--- src/lkd_pkg.sv ---
package lkd_pkg;

  // Timing base
  localparam int CLK_HZ        = 20_000_000;
  localparam int TICK_MS       = 10;
  localparam int TICK_CYC      = CLK_HZ / 1000 * TICK_MS;
  localparam int TICKS_PER_S   = 1000 / TICK_MS;

  // Times in their own units
  localparam int DEB_MS        = 20;
  localparam int HOLD_FILL_S   = 5;
  localparam int HOLD_TEST_S   = 10;
  localparam int HOLD_INQ_MS   = 3000;
  localparam int FLASH_FAST_MS = 100;
  localparam int FLASH_SLOW_MS = 500;
  localparam int SHOW_S        = 10;
  localparam int FILL_CLR_MS   = 1000;
  localparam int TIGHT_STEP_S  = 3600;

  // Derived tick counts (least times round up)
  localparam int DEB_TK   = (DEB_MS + TICK_MS - 1) / TICK_MS;
  localparam int FILL_TK  = HOLD_FILL_S * TICKS_PER_S;
  localparam int TEST_TK  = HOLD_TEST_S * TICKS_PER_S;
  localparam int INQ_TK   = (HOLD_INQ_MS + TICK_MS - 1) / TICK_MS;
  localparam int FAST_TK  = FLASH_FAST_MS / TICK_MS;
  localparam int SLOW_TK  = FLASH_SLOW_MS / TICK_MS;
  localparam int SHOW_TK  = SHOW_S * TICKS_PER_S;
  localparam int FCLR_TK  = FILL_CLR_MS / TICK_MS;

  localparam int HOLD_W   = 11;
  localparam logic [3:0] TIGHT_MAX = 4'hA;

  // Pressure threshold flags from the sensor comparators
  typedef struct packed {
    logic alarm_low;     // At or below alarm pressure
    logic alarm_clear;   // Above alarm-off pressure
    logic refill_low;    // At or below refill-on pressure
    logic oper_reached;  // At or above operating pressure
  } lkd_press_t;

  typedef struct packed {
    logic green;
    logic red;
    logic yellow;
  } lkd_lamps_t;

  typedef enum logic [2:0] {
    GR_VERY_TIGHT,
    GR_TIGHT,
    GR_SUFFICIENT,
    GR_MAINT,
    GR_MAINT_URGENT
  } lkd_grade_t;

  typedef enum logic [1:0] {
    PS_IDLE,
    PS_FLASH_ON,
    PS_FLASH_OFF,
    PS_HOLD
  } lkd_pres_t;

endpackage

--- src/lkd_key_hold.sv ---
`timescale 1ns/1ps
module lkd_key_hold
  import lkd_pkg::*;
#(
  parameter int HW     = HOLD_W,
  parameter int DEB_N  = DEB_TK
)(
  input  wire logic          clk_in,
  input  wire logic          rst_n_in,
  input  wire logic          tick_in,
  input  wire logic          key_in,
  output logic               pressed_out,
  output logic [HW-1:0]      hold_out,
  output logic               release_out
);

  if (DEB_N < 1 || DEB_N > 15 || HW < 2)
    $error("lkd_key_hold: bad parameters");

  logic          pressed_r, pressed_nxt;
  logic [3:0]    deb_r, deb_nxt;
  logic [HW-1:0] hold_r, hold_nxt;
  logic          rel_r, rel_nxt;

  always_comb
  begin
    pressed_nxt = pressed_r;
    deb_nxt     = deb_r;
    hold_nxt    = hold_r;
    rel_nxt     = 1'b0;
    if (key_in == pressed_r)
      deb_nxt = 4'h0;
    else if (tick_in)
    begin
      if (deb_r == 4'(DEB_N - 1))
      begin
        deb_nxt     = 4'h0;
        pressed_nxt = key_in;
        rel_nxt     = ~key_in;
      end
      else
        deb_nxt = deb_r + 4'h1;
    end
    if (!pressed_r)
      hold_nxt = '0;
    else if (tick_in && hold_r != '1)
      hold_nxt = hold_r + HW'(1);
  end

  always_ff @(posedge clk_in or negedge rst_n_in)
  begin
    if (!rst_n_in)
    begin
      pressed_r <= 1'b0;
      deb_r     <= 4'h0;
      hold_r    <= '0;
      rel_r     <= 1'b0;
    end
    else
    begin
      pressed_r <= pressed_nxt;
      deb_r     <= deb_nxt;
      hold_r    <= hold_nxt;
      rel_r     <= rel_nxt;
    end
  end

  assign pressed_out = pressed_r;
  assign hold_out    = hold_r;
  assign release_out = rel_r;

endmodule

--- src/lkd_key_alarm_ctrl.sv ---
// Behaviour
// - Mute key held ten seconds runs lamp and buzzer test until release.
// - Test starts only when pressure is above the alarm-clear threshold.
// - Fill key held five seconds starts fill, opens valve, flashes yellow.
// - Fill ends and yellow goes off once operating pressure is reached.
// - A further long fill press restarts filling after a completed fill.
// - Fill key held over ten seconds raises alarm, cleared shortly after release.
// - Held mute key flashes red fast; release presents tightness value.
// - Tightness presentation ends ten seconds later, pressure display returns.
// - Tightness valid only after one full automatic refill interval without filling.
// - Tightness is zero to ten flashes, graded in five bands.
// - External alarm output follows alarm, dropped by the mute key.
// - Alarm relay de-energised in alarm, same state as power loss.
// - Refill relay energised while refilling is active.
// - Brief mute press toggles buzzer in alarm; ignored otherwise and in malfunction.
// - Generator starts at refill-on pressure and stops at operating pressure.
// - Alarm raised once pressure falls to the alarm threshold.
`timescale 1ns/1ps
module lkd_key_alarm_ctrl
  import lkd_pkg::*;
#(
  parameter int TICK_CYCLES = TICK_CYC,
  parameter int STEP_S      = TIGHT_STEP_S
)(
  input  wire logic        mclk_in,
  input  wire logic        rst_n_in,
  input  wire logic        mute_key_in,
  input  wire logic        fill_key_in,
  input  wire lkd_press_t  press_in,
  input  wire logic        malfunction_in,
  output lkd_lamps_t       lamps_out,
  output logic             buzzer_out,
  output logic             ext_alarm_out,
  output logic             alarm_relay_out,
  output logic             refill_relay_out,
  output logic             fill_valve_out,
  output logic             generator_out,
  output logic [3:0]       tight_value_out,
  output logic             tight_valid_out,
  output logic             tight_show_out,
  output lkd_grade_t       tight_grade_out
);

  if (TICK_CYCLES < 2 || TICK_CYCLES >= 2**18 || STEP_S < 1 || STEP_S >= 2**16)
    $error("lkd_key_alarm_ctrl: bad parameters");

  logic rst_s1_r, rst_n_r;

  always_ff @(posedge mclk_in or negedge rst_n_in)
  begin
    if (!rst_n_in)
    begin
      rst_s1_r <= 1'b0;
      rst_n_r  <= 1'b0;
    end
    else
    begin
      rst_s1_r <= 1'b1;
      rst_n_r  <= rst_s1_r;
    end
  end

  // Timing group: 10 ms tick, 1 s phase, fast flash phase
  logic [17:0] tick_cnt_r, tick_cnt_nxt;
  logic [6:0]  ph_r, ph_nxt;
  logic [4:0]  fph_r, fph_nxt;
  logic        tick, sec;

  assign tick = (tick_cnt_r == 18'(TICK_CYCLES - 1));
  assign sec  = tick && (ph_r == 7'(TICKS_PER_S - 1));

  always_comb
  begin
    tick_cnt_nxt = tick ? 18'h0_0000 : tick_cnt_r + 18'h0_0001;
    ph_nxt       = ph_r;
    fph_nxt      = fph_r;
    if (tick)
    begin
      ph_nxt  = (ph_r == 7'(TICKS_PER_S - 1)) ? 7'h00 : ph_r + 7'h01;
      fph_nxt = (fph_r == 5'(2 * FAST_TK - 1)) ? 5'h00 : fph_r + 5'h01;
    end
  end

  always_ff @(posedge mclk_in or negedge rst_n_r)
  begin
    if (!rst_n_r)
    begin
      tick_cnt_r <= 18'h0_0000;
      ph_r       <= 7'h00;
      fph_r      <= 5'h00;
    end
    else
    begin
      tick_cnt_r <= tick_cnt_nxt;
      ph_r       <= ph_nxt;
      fph_r      <= fph_nxt;
    end
  end

  logic slow_on, fast_on;
  assign slow_on = (ph_r < 7'(SLOW_TK));
  assign fast_on = (fph_r < 5'(FAST_TK));

  logic              mk_pr, mk_rel, fk_pr, fk_rel;
  logic [HOLD_W-1:0] mk_hold, fk_hold;

  lkd_key_hold u_mute (
    .clk_in      (mclk_in),
    .rst_n_in    (rst_n_r),
    .tick_in     (tick),
    .key_in      (mute_key_in),
    .pressed_out (mk_pr),
    .hold_out    (mk_hold),
    .release_out (mk_rel)
  );

  lkd_key_hold u_fill (
    .clk_in      (mclk_in),
    .rst_n_in    (rst_n_r),
    .tick_in     (tick),
    .key_in      (fill_key_in),
    .pressed_out (fk_pr),
    .hold_out    (fk_hold),
    .release_out (fk_rel)
  );

  // Control group
  logic        alarm_r, alarm_nxt, muted_r, muted_nxt, test_r, test_nxt;
  logic        falm_r, falm_nxt, fill_r, fill_nxt, gen_r, gen_nxt;
  logic [6:0]  fclr_r, fclr_nxt;
  logic        idle_r, idle_nxt, taint_r, taint_nxt, tvalid_r, tvalid_nxt;
  logic [3:0]  score_r, score_nxt, tight_r, tight_nxt, left_r, left_nxt;
  logic [15:0] step_r, step_nxt;
  lkd_pres_t   pst_r, pst_nxt;
  logic [9:0]  show_r, show_nxt;
  logic [5:0]  fl_r, fl_nxt;
  lkd_lamps_t  lamps_r, lamps_nxt;
  logic        buz_r, buz_nxt, ext_r, ext_nxt, arel_r, arel_nxt;
  lkd_grade_t  grade_r, grade_nxt;
  logic        inquiry, any_alarm;

  assign inquiry   = mk_pr && (mk_hold >= HOLD_W'(INQ_TK)) && !test_r;
  assign any_alarm = alarm_r || falm_r || test_r;

  always_comb
  begin
    alarm_nxt  = alarm_r;
    muted_nxt  = muted_r;
    test_nxt   = test_r;
    falm_nxt   = falm_r;
    fclr_nxt   = fclr_r;
    fill_nxt   = fill_r;
    gen_nxt    = gen_r;
    idle_nxt   = idle_r;
    taint_nxt  = taint_r;
    tvalid_nxt = tvalid_r;
    score_nxt  = score_r;
    tight_nxt  = tight_r;
    step_nxt   = step_r;
    pst_nxt    = pst_r;
    show_nxt   = show_r;
    left_nxt   = left_r;
    fl_nxt     = fl_r;

    // Alarm at threshold, held until pressure recovers
    if (press_in.alarm_low)
      alarm_nxt = 1'b1;
    else if (press_in.alarm_clear)
      alarm_nxt = 1'b0;
    if (!alarm_nxt)
      muted_nxt = 1'b0;
    if (mk_rel && mk_hold < HOLD_W'(INQ_TK) && alarm_r && !malfunction_in)
      muted_nxt = ~muted_r;

    // Test while held, gated by pressure
    if (!mk_pr)
      test_nxt = 1'b0;
    else if (mk_hold >= HOLD_W'(TEST_TK) && press_in.alarm_clear && !alarm_r)
      test_nxt = 1'b1;

    // Fill-key overhold alarm, cleared shortly after release
    if (fk_pr && fk_hold > HOLD_W'(TEST_TK))
    begin
      falm_nxt = 1'b1;
      fclr_nxt = 7'h00;
    end
    else if (falm_r && !fk_pr && tick)
    begin
      if (fclr_r == 7'(FCLR_TK - 1))
        falm_nxt = 1'b0;
      else
        fclr_nxt = fclr_r + 7'h01;
    end

    if (press_in.oper_reached)
      fill_nxt = 1'b0;
    // Long press starts or restarts a fill
    else if (fk_pr && fk_hold == HOLD_W'(FILL_TK))
      fill_nxt = 1'b1;

    // Generator hysteresis between refill-on and operating pressure
    if (press_in.oper_reached)
      gen_nxt = 1'b0;
    else if (press_in.refill_low)
      gen_nxt = 1'b1;

    // Idle time of an automatic interval sets the score
    if (fill_r)
    begin
      taint_nxt = 1'b1;
      idle_nxt  = 1'b0;
    end
    else if (gen_r && !gen_nxt)
    begin
      idle_nxt  = 1'b1;
      taint_nxt = 1'b0;
      score_nxt = TIGHT_MAX;
      step_nxt  = 16'h0000;
    end
    else if (!gen_r && gen_nxt)
    begin
      if (idle_r && !taint_r)
      begin
        tight_nxt  = score_r;
        tvalid_nxt = 1'b1;
      end
      idle_nxt = 1'b0;
    end
    else if (idle_r && sec && score_r != 4'h0)
    begin
      if (step_r == 16'(STEP_S - 1))
      begin
        step_nxt  = 16'h0000;
        score_nxt = score_r - 4'h1;
      end
      else
        step_nxt = step_r + 16'h0001;
    end

    // Release after inquiry hold starts the presentation
    if (mk_rel && mk_hold >= HOLD_W'(INQ_TK) && mk_hold < HOLD_W'(TEST_TK))
    begin
      show_nxt = 10'h000;
      fl_nxt   = 6'h00;
      left_nxt = tvalid_r ? tight_r : 4'h0;
      pst_nxt  = (tvalid_r && tight_r != 4'h0) ? PS_FLASH_ON : PS_HOLD;
    end
    else if (tick && pst_r != PS_IDLE)
    begin
      show_nxt = show_r + 10'h001;
      fl_nxt   = fl_r + 6'h01;
      case (pst_r)
        PS_FLASH_ON:
          if (fl_r == 6'(SLOW_TK - 1))
          begin
            fl_nxt   = 6'h00;
            left_nxt = left_r - 4'h1;
            pst_nxt  = PS_FLASH_OFF;
          end
        PS_FLASH_OFF:
          if (fl_r == 6'(SLOW_TK - 1))
          begin
            fl_nxt  = 6'h00;
            pst_nxt = (left_r == 4'h0) ? PS_HOLD : PS_FLASH_ON;
          end
        default:
          fl_nxt = 6'h00;
      endcase
      if (show_r == 10'(SHOW_TK - 1))
        pst_nxt = PS_IDLE;
    end

    // Lamp priority: malfunction, pressure alarm, test, inquiry, fill
    lamps_nxt.green = 1'b1;
    if (malfunction_in)
      lamps_nxt.red = 1'b1;
    else if (alarm_r)
      lamps_nxt.red = muted_r ? slow_on : 1'b1;
    else if (test_r || falm_r)
      lamps_nxt.red = 1'b1;
    else if (inquiry)
      lamps_nxt.red = fast_on;
    else
      lamps_nxt.red = (pst_r == PS_FLASH_ON);
    if (malfunction_in)
      lamps_nxt.yellow = 1'b0;
    else if (alarm_r || test_r)
      lamps_nxt.yellow = 1'b1;
    else if (fill_r)
      lamps_nxt.yellow = slow_on;
    else
      lamps_nxt.yellow = gen_r;

    buz_nxt  = (any_alarm && !muted_r) || test_r;
    ext_nxt  = any_alarm && !muted_r;
    arel_nxt = !(alarm_r || falm_r || test_r);

    if (tight_r == 4'h0)
      grade_nxt = GR_VERY_TIGHT;
    else if (tight_r <= 4'h3)
      grade_nxt = GR_TIGHT;
    else if (tight_r <= 4'h6)
      grade_nxt = GR_SUFFICIENT;
    else if (tight_r <= 4'h8)
      grade_nxt = GR_MAINT;
    else
      grade_nxt = GR_MAINT_URGENT;
  end

  always_ff @(posedge mclk_in or negedge rst_n_r)
  begin
    if (!rst_n_r)
    begin
      alarm_r  <= 1'b0;
      muted_r  <= 1'b0;
      test_r   <= 1'b0;
      falm_r   <= 1'b0;
      fclr_r   <= 7'h00;
      fill_r   <= 1'b0;
      gen_r    <= 1'b0;
      idle_r   <= 1'b0;
      taint_r  <= 1'b0;
      tvalid_r <= 1'b0;
      score_r  <= 4'h0;
      tight_r  <= 4'h0;
      step_r   <= 16'h0000;
      pst_r    <= PS_IDLE;
      show_r   <= 10'h000;
      left_r   <= 4'h0;
      fl_r     <= 6'h00;
      lamps_r  <= '0;
      buz_r    <= 1'b0;
      ext_r    <= 1'b0;
      arel_r   <= 1'b0;
      grade_r  <= GR_VERY_TIGHT;
    end
    else
    begin
      alarm_r  <= alarm_nxt;
      muted_r  <= muted_nxt;
      test_r   <= test_nxt;
      falm_r   <= falm_nxt;
      fclr_r   <= fclr_nxt;
      fill_r   <= fill_nxt;
      gen_r    <= gen_nxt;
      idle_r   <= idle_nxt;
      taint_r  <= taint_nxt;
      tvalid_r <= tvalid_nxt;
      score_r  <= score_nxt;
      tight_r  <= tight_nxt;
      step_r   <= step_nxt;
      pst_r    <= pst_nxt;
      show_r   <= show_nxt;
      left_r   <= left_nxt;
      fl_r     <= fl_nxt;
      lamps_r  <= lamps_nxt;
      buz_r    <= buz_nxt;
      ext_r    <= ext_nxt;
      arel_r   <= arel_nxt;
      grade_r  <= grade_nxt;
    end
  end

  assign lamps_out        = lamps_r;
  assign buzzer_out       = buz_r;
  assign ext_alarm_out    = ext_r;
  assign alarm_relay_out  = arel_r;
  assign refill_relay_out = gen_r;
  assign fill_valve_out   = fill_r;
  assign generator_out    = gen_r;
  assign tight_value_out  = tight_r;
  assign tight_valid_out  = tvalid_r;
  assign tight_show_out   = (pst_r != PS_IDLE);
  assign tight_grade_out  = grade_r;

endmodule

--- config.mk ---
export PLATFORM = sky130hd
export DESIGN_NAME = lkd_key_alarm_ctrl
export DESIGN_NICKNAME = d
export VERILOG_FILES = /design/src/lkd_pkg.sv /design/src/lkd_key_hold.sv /design/src/lkd_key_alarm_ctrl.sv
export SDC_FILE = /design/constraint.sdc
export NUM_CORES = 1
export LEC_CHECK = 0
export BUFFER_PORTS_ARGS = -buffer_cell sky130_fd_sc_hd__buf_2
export CORE_AREA = 5 5 132 134
export DETAILED_ROUTE_END_ITERATION = 8
export DIE_AREA = 0 0 137 139
export PLACE_DENSITY = 0.71
export SLEW_MARGIN = 20
export SYNTH_ARGS = -nofsm -noshare
export SYNTH_HDL_FRONTEND = slang
export SYNTH_SLANG_ARGS = --single-unit
--- constraint.sdc ---
create_clock -name mclk_in -period 4 [get_ports mclk_in]
set_input_delay 0.2 -clock mclk_in [delete_from_list [all_inputs] [get_ports mclk_in]]
set_output_delay 0.2 -clock mclk_in [all_outputs]
set_load 0.02 [all_outputs]
==> results.yml, run 1 <==
run_status:
  status: "finished, final reports clean"
clock_network:
  cts_tree: "done"
  clkTransAtPathRegs_ns: 0.06
  cts_max_path_buffers: 2
  htree_levels: 4
  clk_latency_ns: 0.43
  numCtsBuffers: 17
  cts_sinks: 136
  root_buffer: "clkbuf_16"
  ctsResizeCount: 0
global_route:
  grt.met1_usage: 0.239
  use_met3: 0.0461
  grt_pass1_vias: 5417
  grt_pass1_wl_mm: 26.9
  gr-usage-all-layers: 0.175
  grt_busiest_layer: "met2"
  use_met2: 0.270
  overflow: 0
  antenna_found_initial: 0
  grt_start_max_net_pins: 75
setup_path:
  crit_type: "reg -> reg"
  required_ns: 4.35
  crit_fanout: 22
  worstSetupEndpointType: "register"
  worst_setup_path_start_kind: "register"
  critical_path_arrival_ns: 3.33
hold_path:
  hold_path.class: "in -> reg"
drt:
  drt_iter0_drc: 415
  viasPerCell: 5.64
  wl_per_cell_um: 15.6
  num_vias: 5712
  drc: 0
  routed_wirelength_mm: 15.8
  drtAntennaViolNets: 0
  firstDrtPassIters: 5
die:
  die_w_um: 137
  die_h_um: 139
  coreArea_um2: 16200
  rows: 47
  start_util: 0.437
  die_area_um2: 19000
  io_pins: 27
yosys:
  synth_edf_count: 0
  ys_ff_latch: 136
  netlist_instances: 745
  yosysSeqAreaShare: 0.482
  syn_area_per_cell_um2: 9.48
  yosysUniqueCellTypes: 61
  synth_ff_type: "dfrtp_1"
  ys.warnings.count: 0
  synthArstFlopShare: 1.00
  synthesis.area_um2: 7060
sta:
  relSlewSlack: 0.357
  timing.fmax_mhz: 336
  setup_tns_ns: 0
  rsz0062_at_grt: "false"
  hold_violations: 0
  setup_violations: 0
  slew_violations: 0
  min_period_ns: 2.98
  finalClockSkew_ns: 0.00747
  fin_crit_sh: 0.745
  tightest_slew_ns: 0.956
finish:
  seqCellArea_um2: 3410
  syn_to_final_growth_pct: 15.4
  antennaDiodeCount: 0
  nNetsFinal: 809
  multi_input_area_um2: 3470
  fill_cells: 1480
  final_common_cell: "dfrtp_1"
  layout-drive-gt1-share: 0.106
  layout_common_cells: "135 x dfrtp_1, 68 x nor2_1, 61 x nand2_1"
placement:
  dp_hpwl_mm: 10.7
  port-buffer-count: 26
  gp_congestion: 0.850
job:
  maxCapViolations: 0
pwr:
  irDropWorstVdd_uv: 322
  total_power_uw: 3420
  leakage_uw: 0.00345
  power_density_nw_per_um2: 419
power by group:
group          internal, uW  switching (uW)
registers              1420            40.6
logic                  70.6             126
clock network          1160             608
total                  2640             774
metal layers:
metal  vias up  routed length [um]
met4         0                 294
met1      2789                7360
met5         -                   0
met3        26                 731
li1       2771                   -
met2       126                7380
path summary, 6_finish.rpt:
check	startpoint	endpoint	slack, ns	depth (start not counted)
worst max register to register	tick_cnt_r[6]	u_fill.deb_r[2]	1.02	6
max in group asynchronous	rst_n_r	u_mute.hold_out[3]	2.96	1
worst min register to register	rst_n_r	step_r[2]	0.32	0
worst max-delay path	tick_cnt_r[6]	u_fill.deb_r[2]	1.02	6
min in group asynchronous	rst_n_in	rst_n_r	0.08	2
worst min-delay path	press_in[0]	fill_valve_out	0.04	2
cell type report:
type                       instances  area share
multi-input combinational        561       0.426
sequential                       136       0.418
clock buffer                      21      0.0577
tap                              220      0.0338
timing repair buffer              35      0.0285
clock inverter                    11      0.0236
inverter                          28      0.0129
critical path, stage by stage, from the launching register on:
cell     delay, ns
dfrtp_1       0.43
or4b_4        0.58
nor3_2        0.47
buf_4         0.27
nand2_1       0.40
or4_1         0.61
a21oi_1       0.14
metrics by stage:
stage / instances / hold slack [ns] / instance area (um2) / util / setup WS [ns]
2_1_floorplan: 746 / -0.0956 / 7070 / - / 1.74
3_3_place_gp: 975 / -0.0135 / 7430 / 0.459 / 1.03
3_5_place_dp: 975 / -0.0119 / 7430 / 0.459 / 1.03
4_1_cts: 1011 / 0.0203 / 8130 / 0.503 / 0.991
5_1_grt: 1012 / 0.0396 / 8150 / 0.504 / 0.779
6_report: 1012 / 0.0385 / 8150 / 0.504 / 1.02
state kept, by name, indices dropped and copies added (netlist names), 2 cells and up:
signal           count
u_fill.hold_out     11
tight_grade_out      3
tight_value_out      4
u_mute.hold_out     11
fph_r                5
ph_r                 7
tick_cnt_r          18
pst_r                2
u_fill.deb_r         4
show_r              10
fl_r                 6
left_r               4
fclr_r               7
lamps_out            3
u_mute.deb_r         4
score_r              4
step_r              16
kinds of logic (layout without fill, tap and decap cells):
group                      after synthesis  in the layout  synth area share
adders and majority gates               21             21            0.0372
AOI/OAI and AO/OA                      134            134             0.113
other                                    1              2          0.000531
muxes                                   11             11            0.0168
xor gates and xnor gates                43             43            0.0533
and+or+nand+nor                        350            350             0.270
buffers and inverters                   49             95            0.0273
DFF                                    136            136             0.482
what timing repair did:
item | in CTS | in global routing
setup buffers | 0 | 0
hold endpoints to repair | 6 | 0
hold buffers | 4 | 0
synth_stat cells, drive strengths merged (2+ instances only):
| master | instances | area, um2 |
|---|---|---|
| o211ai | 5 | 37.5 |
| xnor2 | 26 | 228 |
| nor2 | 68 | 255 |
| inv | 27 | 101 |
| o31ai | 10 | 75.1 |
| buf | 3 | 20.0 |
| mux2i | 4 | 40.0 |
| nor2b | 4 | 25.0 |
| o21ai | 44 | 220 |
| or3 | 28 | 175 |
| clkbuf | 18 | 67.6 |
| and2 | 5 | 31.3 |
| a32oi | 4 | 35.0 |
| a31oi | 4 | 25.0 |
| xor2 | 17 | 149 |
| nand4b | 5 | 43.8 |
| nand3 | 54 | 283 |
| nand2b | 5 | 31.3 |
| nor3b | 4 | 30.0 |
| or4 | 8 | 60.1 |
| nand3b | 3 | 22.5 |
| and4b | 2 | 20.0 |
| and3 | 18 | 113 |
| dfrtp | 136 | 3400 |
| ha | 21 | 263 |
| nand2 | 61 | 229 |
| nor4b | 3 | 26.3 |
| nand4 | 26 | 169 |
| nor4 | 6 | 37.5 |
| a21o | 5 | 37.5 |
| and4 | 9 | 78.8 |
| a41oi | 2 | 17.5 |
| a21oi | 44 | 220 |
| or3b | 2 | 17.5 |
| mux2 | 7 | 78.8 |
| nor3 | 28 | 156 |
| o21a | 5 | 37.5 |
| o311ai | 3 | 26.3 |
| or2 | 3 | 18.8 |
| or4b | 4 | 43.8 |
No activity file was read; power rests on OpenSTA's default activity.
==> run 2, diff against run 1 <==
--- a/config.mk
+++ b/config.mk
@@ -9,7 +9,7 @@
 export CORE_AREA = 5 5 132 134
 export DETAILED_ROUTE_END_ITERATION = 8
 export DIE_AREA = 0 0 137 139
-export PLACE_DENSITY = 0.71
+export PLACE_DENSITY = 0.69
 export SLEW_MARGIN = 20
 export SYNTH_ARGS = -nofsm -noshare
 export SYNTH_HDL_FRONTEND = slang
==> constraint.sdc (replaced) <==
create_clock -name mclk_in -period 3 [get_ports mclk_in]
set_input_delay 0.15 -clock mclk_in [delete_from_list [all_inputs] [get_ports mclk_in]]
set_output_delay 0.15 -clock mclk_in [all_outputs]
set_load 0.02 [all_outputs]
==> results.yml, run 2 (same netlist as run 1, synthesis figures left out) <==
run_status:
  status: "finished, final reports clean"
clock_network:
  clk_latency_ns: 0.42
  holdBufCountCts: 6
  numCtsBuffers: 17
  root_buffer: "clkbuf_16"
  cts_tree: "done"
  post_cts_buffers: 0
  ctsResizeCount: 0
  htree_levels: 4
  cts_sinks: 136
  cts_max_path_buffers: 2
  clkTransAtPathRegs_ns: 0.06
finish:
  final_util: 0.508
  max_flop_register: "tick_cnt_r"
  layout_common_cells: "135 x dfrtp_1, 68 x nor2_1, 61 x nand2_1"
  largest_reg_flops: 18
  top_regs: "tick_cnt_r x18, step_r x16"
  antennaDiodeCount: 0
  multi_input_area_um2: 3470
  layout-drive-gt1-share: 0.116
  nNetsFinal: 824
  fill_cells: 1498
  seqCellArea_um2: 3410
  final_common_cell: "dfrtp_1"
  instances_no_fill: 1027
  syn_to_final_growth_pct: 16.4
die:
  io_pins: 27
  die_h_um: 139
  rows: 47
  start_util: 0.437
  coreArea_um2: 16200
  die_area_um2: 19000
  die_w_um: 137
drt:
  firstDrtPassIters: 5
  viasPerCell: 5.50
  wl_per_cell_um: 15.2
  num_vias: 5651
  routed_wirelength_mm: 15.6
  drtAntennaViolNets: 0
  drc: 0
  drt_iter0_drc: 367
setup_path:
  cp_cell_sequence: "or4b_4 -> nor3_2 -> buf_4 -> a31oi_1 -> or4_1 -> a21oi_1"
  max_stage_delay_ns: 0.59
  required_ns: 3.35
  worst_setup_path_start_kind: "register"
  crit_fanout: 11
  reg2regPathDepth: 6
  r2r-end: "step_r[12]"
  startpoint: "tick_cnt_r[6]"
  critical_path_arrival_ns: 2.92
  reg2reg_from: "tick_cnt_r[6]"
  worstSetupEndpoint: "step_r[12]"
  rrSetupSlack_ns: 0.42
  slowest_stage: "or4b_4"
  crit_type: "reg -> reg"
  worstSetupEndpointType: "register"
placement:
  place_ws_ns: 0.501
  dp_hpwl_mm: 10.8
  gp_congestion: 0.816
  place_inst: 989
  port-buffer-count: 26
sta:
  layout_setup_ws_ns: 0.422
  timing.fmax_mhz: 388
  fin_crit_sh: 0.859
  tightest_slew_ns: 0.787
  hold_violations: 0
  rsz0062_at_grt: "false"
  setup_tns_ns: 0
  min_period_ns: 2.58
  setup_violations: 0
  finalClockSkew_ns: 0.00546
  relSlewSlack: 0.470
  whs_ns: 0.0262
  slew_violations: 0
global_route:
  antenna_found_initial: 0
  grt_start_max_net_pins: 71
  grt_pass1_wl_mm: 27.2
  gr-usage-all-layers: 0.176
  grt_pass1_vias: 5537
  overflow: 0
hold_path:
  hold_path.class: "in -> async"
pwr:
  leakage_uw: 0.00350
  irDropWorstVdd_uv: 403
  power_density_nw_per_um2: 538
job:
  maxCapViolations: 0
-- run 2: routing by layer --
metal	track usage	wire length [um]	up-vias	part of all wire
met1	0.248	7510	2750	0.48
met2	0.266	7290	82	0.47
met4	0.0494	216	0	0.014
li1	-	-	2798	-
met3	0.0479	619	21	0.040
met5	0	0	-	0
-- run 2: metrics by stage --
| step | power [uW] | cell area, um2 |
|---|---|---|
| floorplan | 2140 | 7070 |
| global placement | 2230 | 7540 |
| detailed placement | 2230 | 7540 |
| CTS | 4470 | 8220 |
| global route | 4590 | 8220 |
| finish | 4420 | 8220 |
-- run 2: where the power goes --
| part | switching (uW) | leakage (uW) | internal [uW] |
|---|---|---|---|
| sequential | 48.9 | 0.00172 | 1890 |
| combinational | 168 | 0.00148 | 94.9 |
| clock | 768 | 0.000304 | 1450 |
-- run 2: worst max-delay path: cells and delay by family (launching register included) --
kind                   cells  cell delay [ns]
AO/OA/AOI/OAI              2             0.45
buffers and inverters      1             0.26
flip-flops                 1             0.45
AND/OR/NAND/NOR            3             1.34
-- run 2: worst min-delay path by stage --
stage / to / slack, ns / from
6_report: rst_n_r / 0.03 / rst_n_in
5_1_grt: u_fill.pressed_out / 0.02 / fill_key_in
4_1_cts: u_fill.pressed_out / 0.004 / fill_key_in
3_5_place_dp: rst_s1_r / -0.06 / rst_n_in
3_3_place_gp: rst_s1_r / -0.06 / rst_n_in
2_1_floorplan: rst_n_r / -0.15 / rst_n_in
-- run 2: cell type report --
type                            count  area share
Clock inverter                      8      0.0174
Clock buffer                       24      0.0586
Multi-Input combinational cell    561       0.422
Tap cell                          220      0.0335
Timing Repair Buffer               50      0.0411
Inverter                           28      0.0128
Sequential cell                   136       0.414
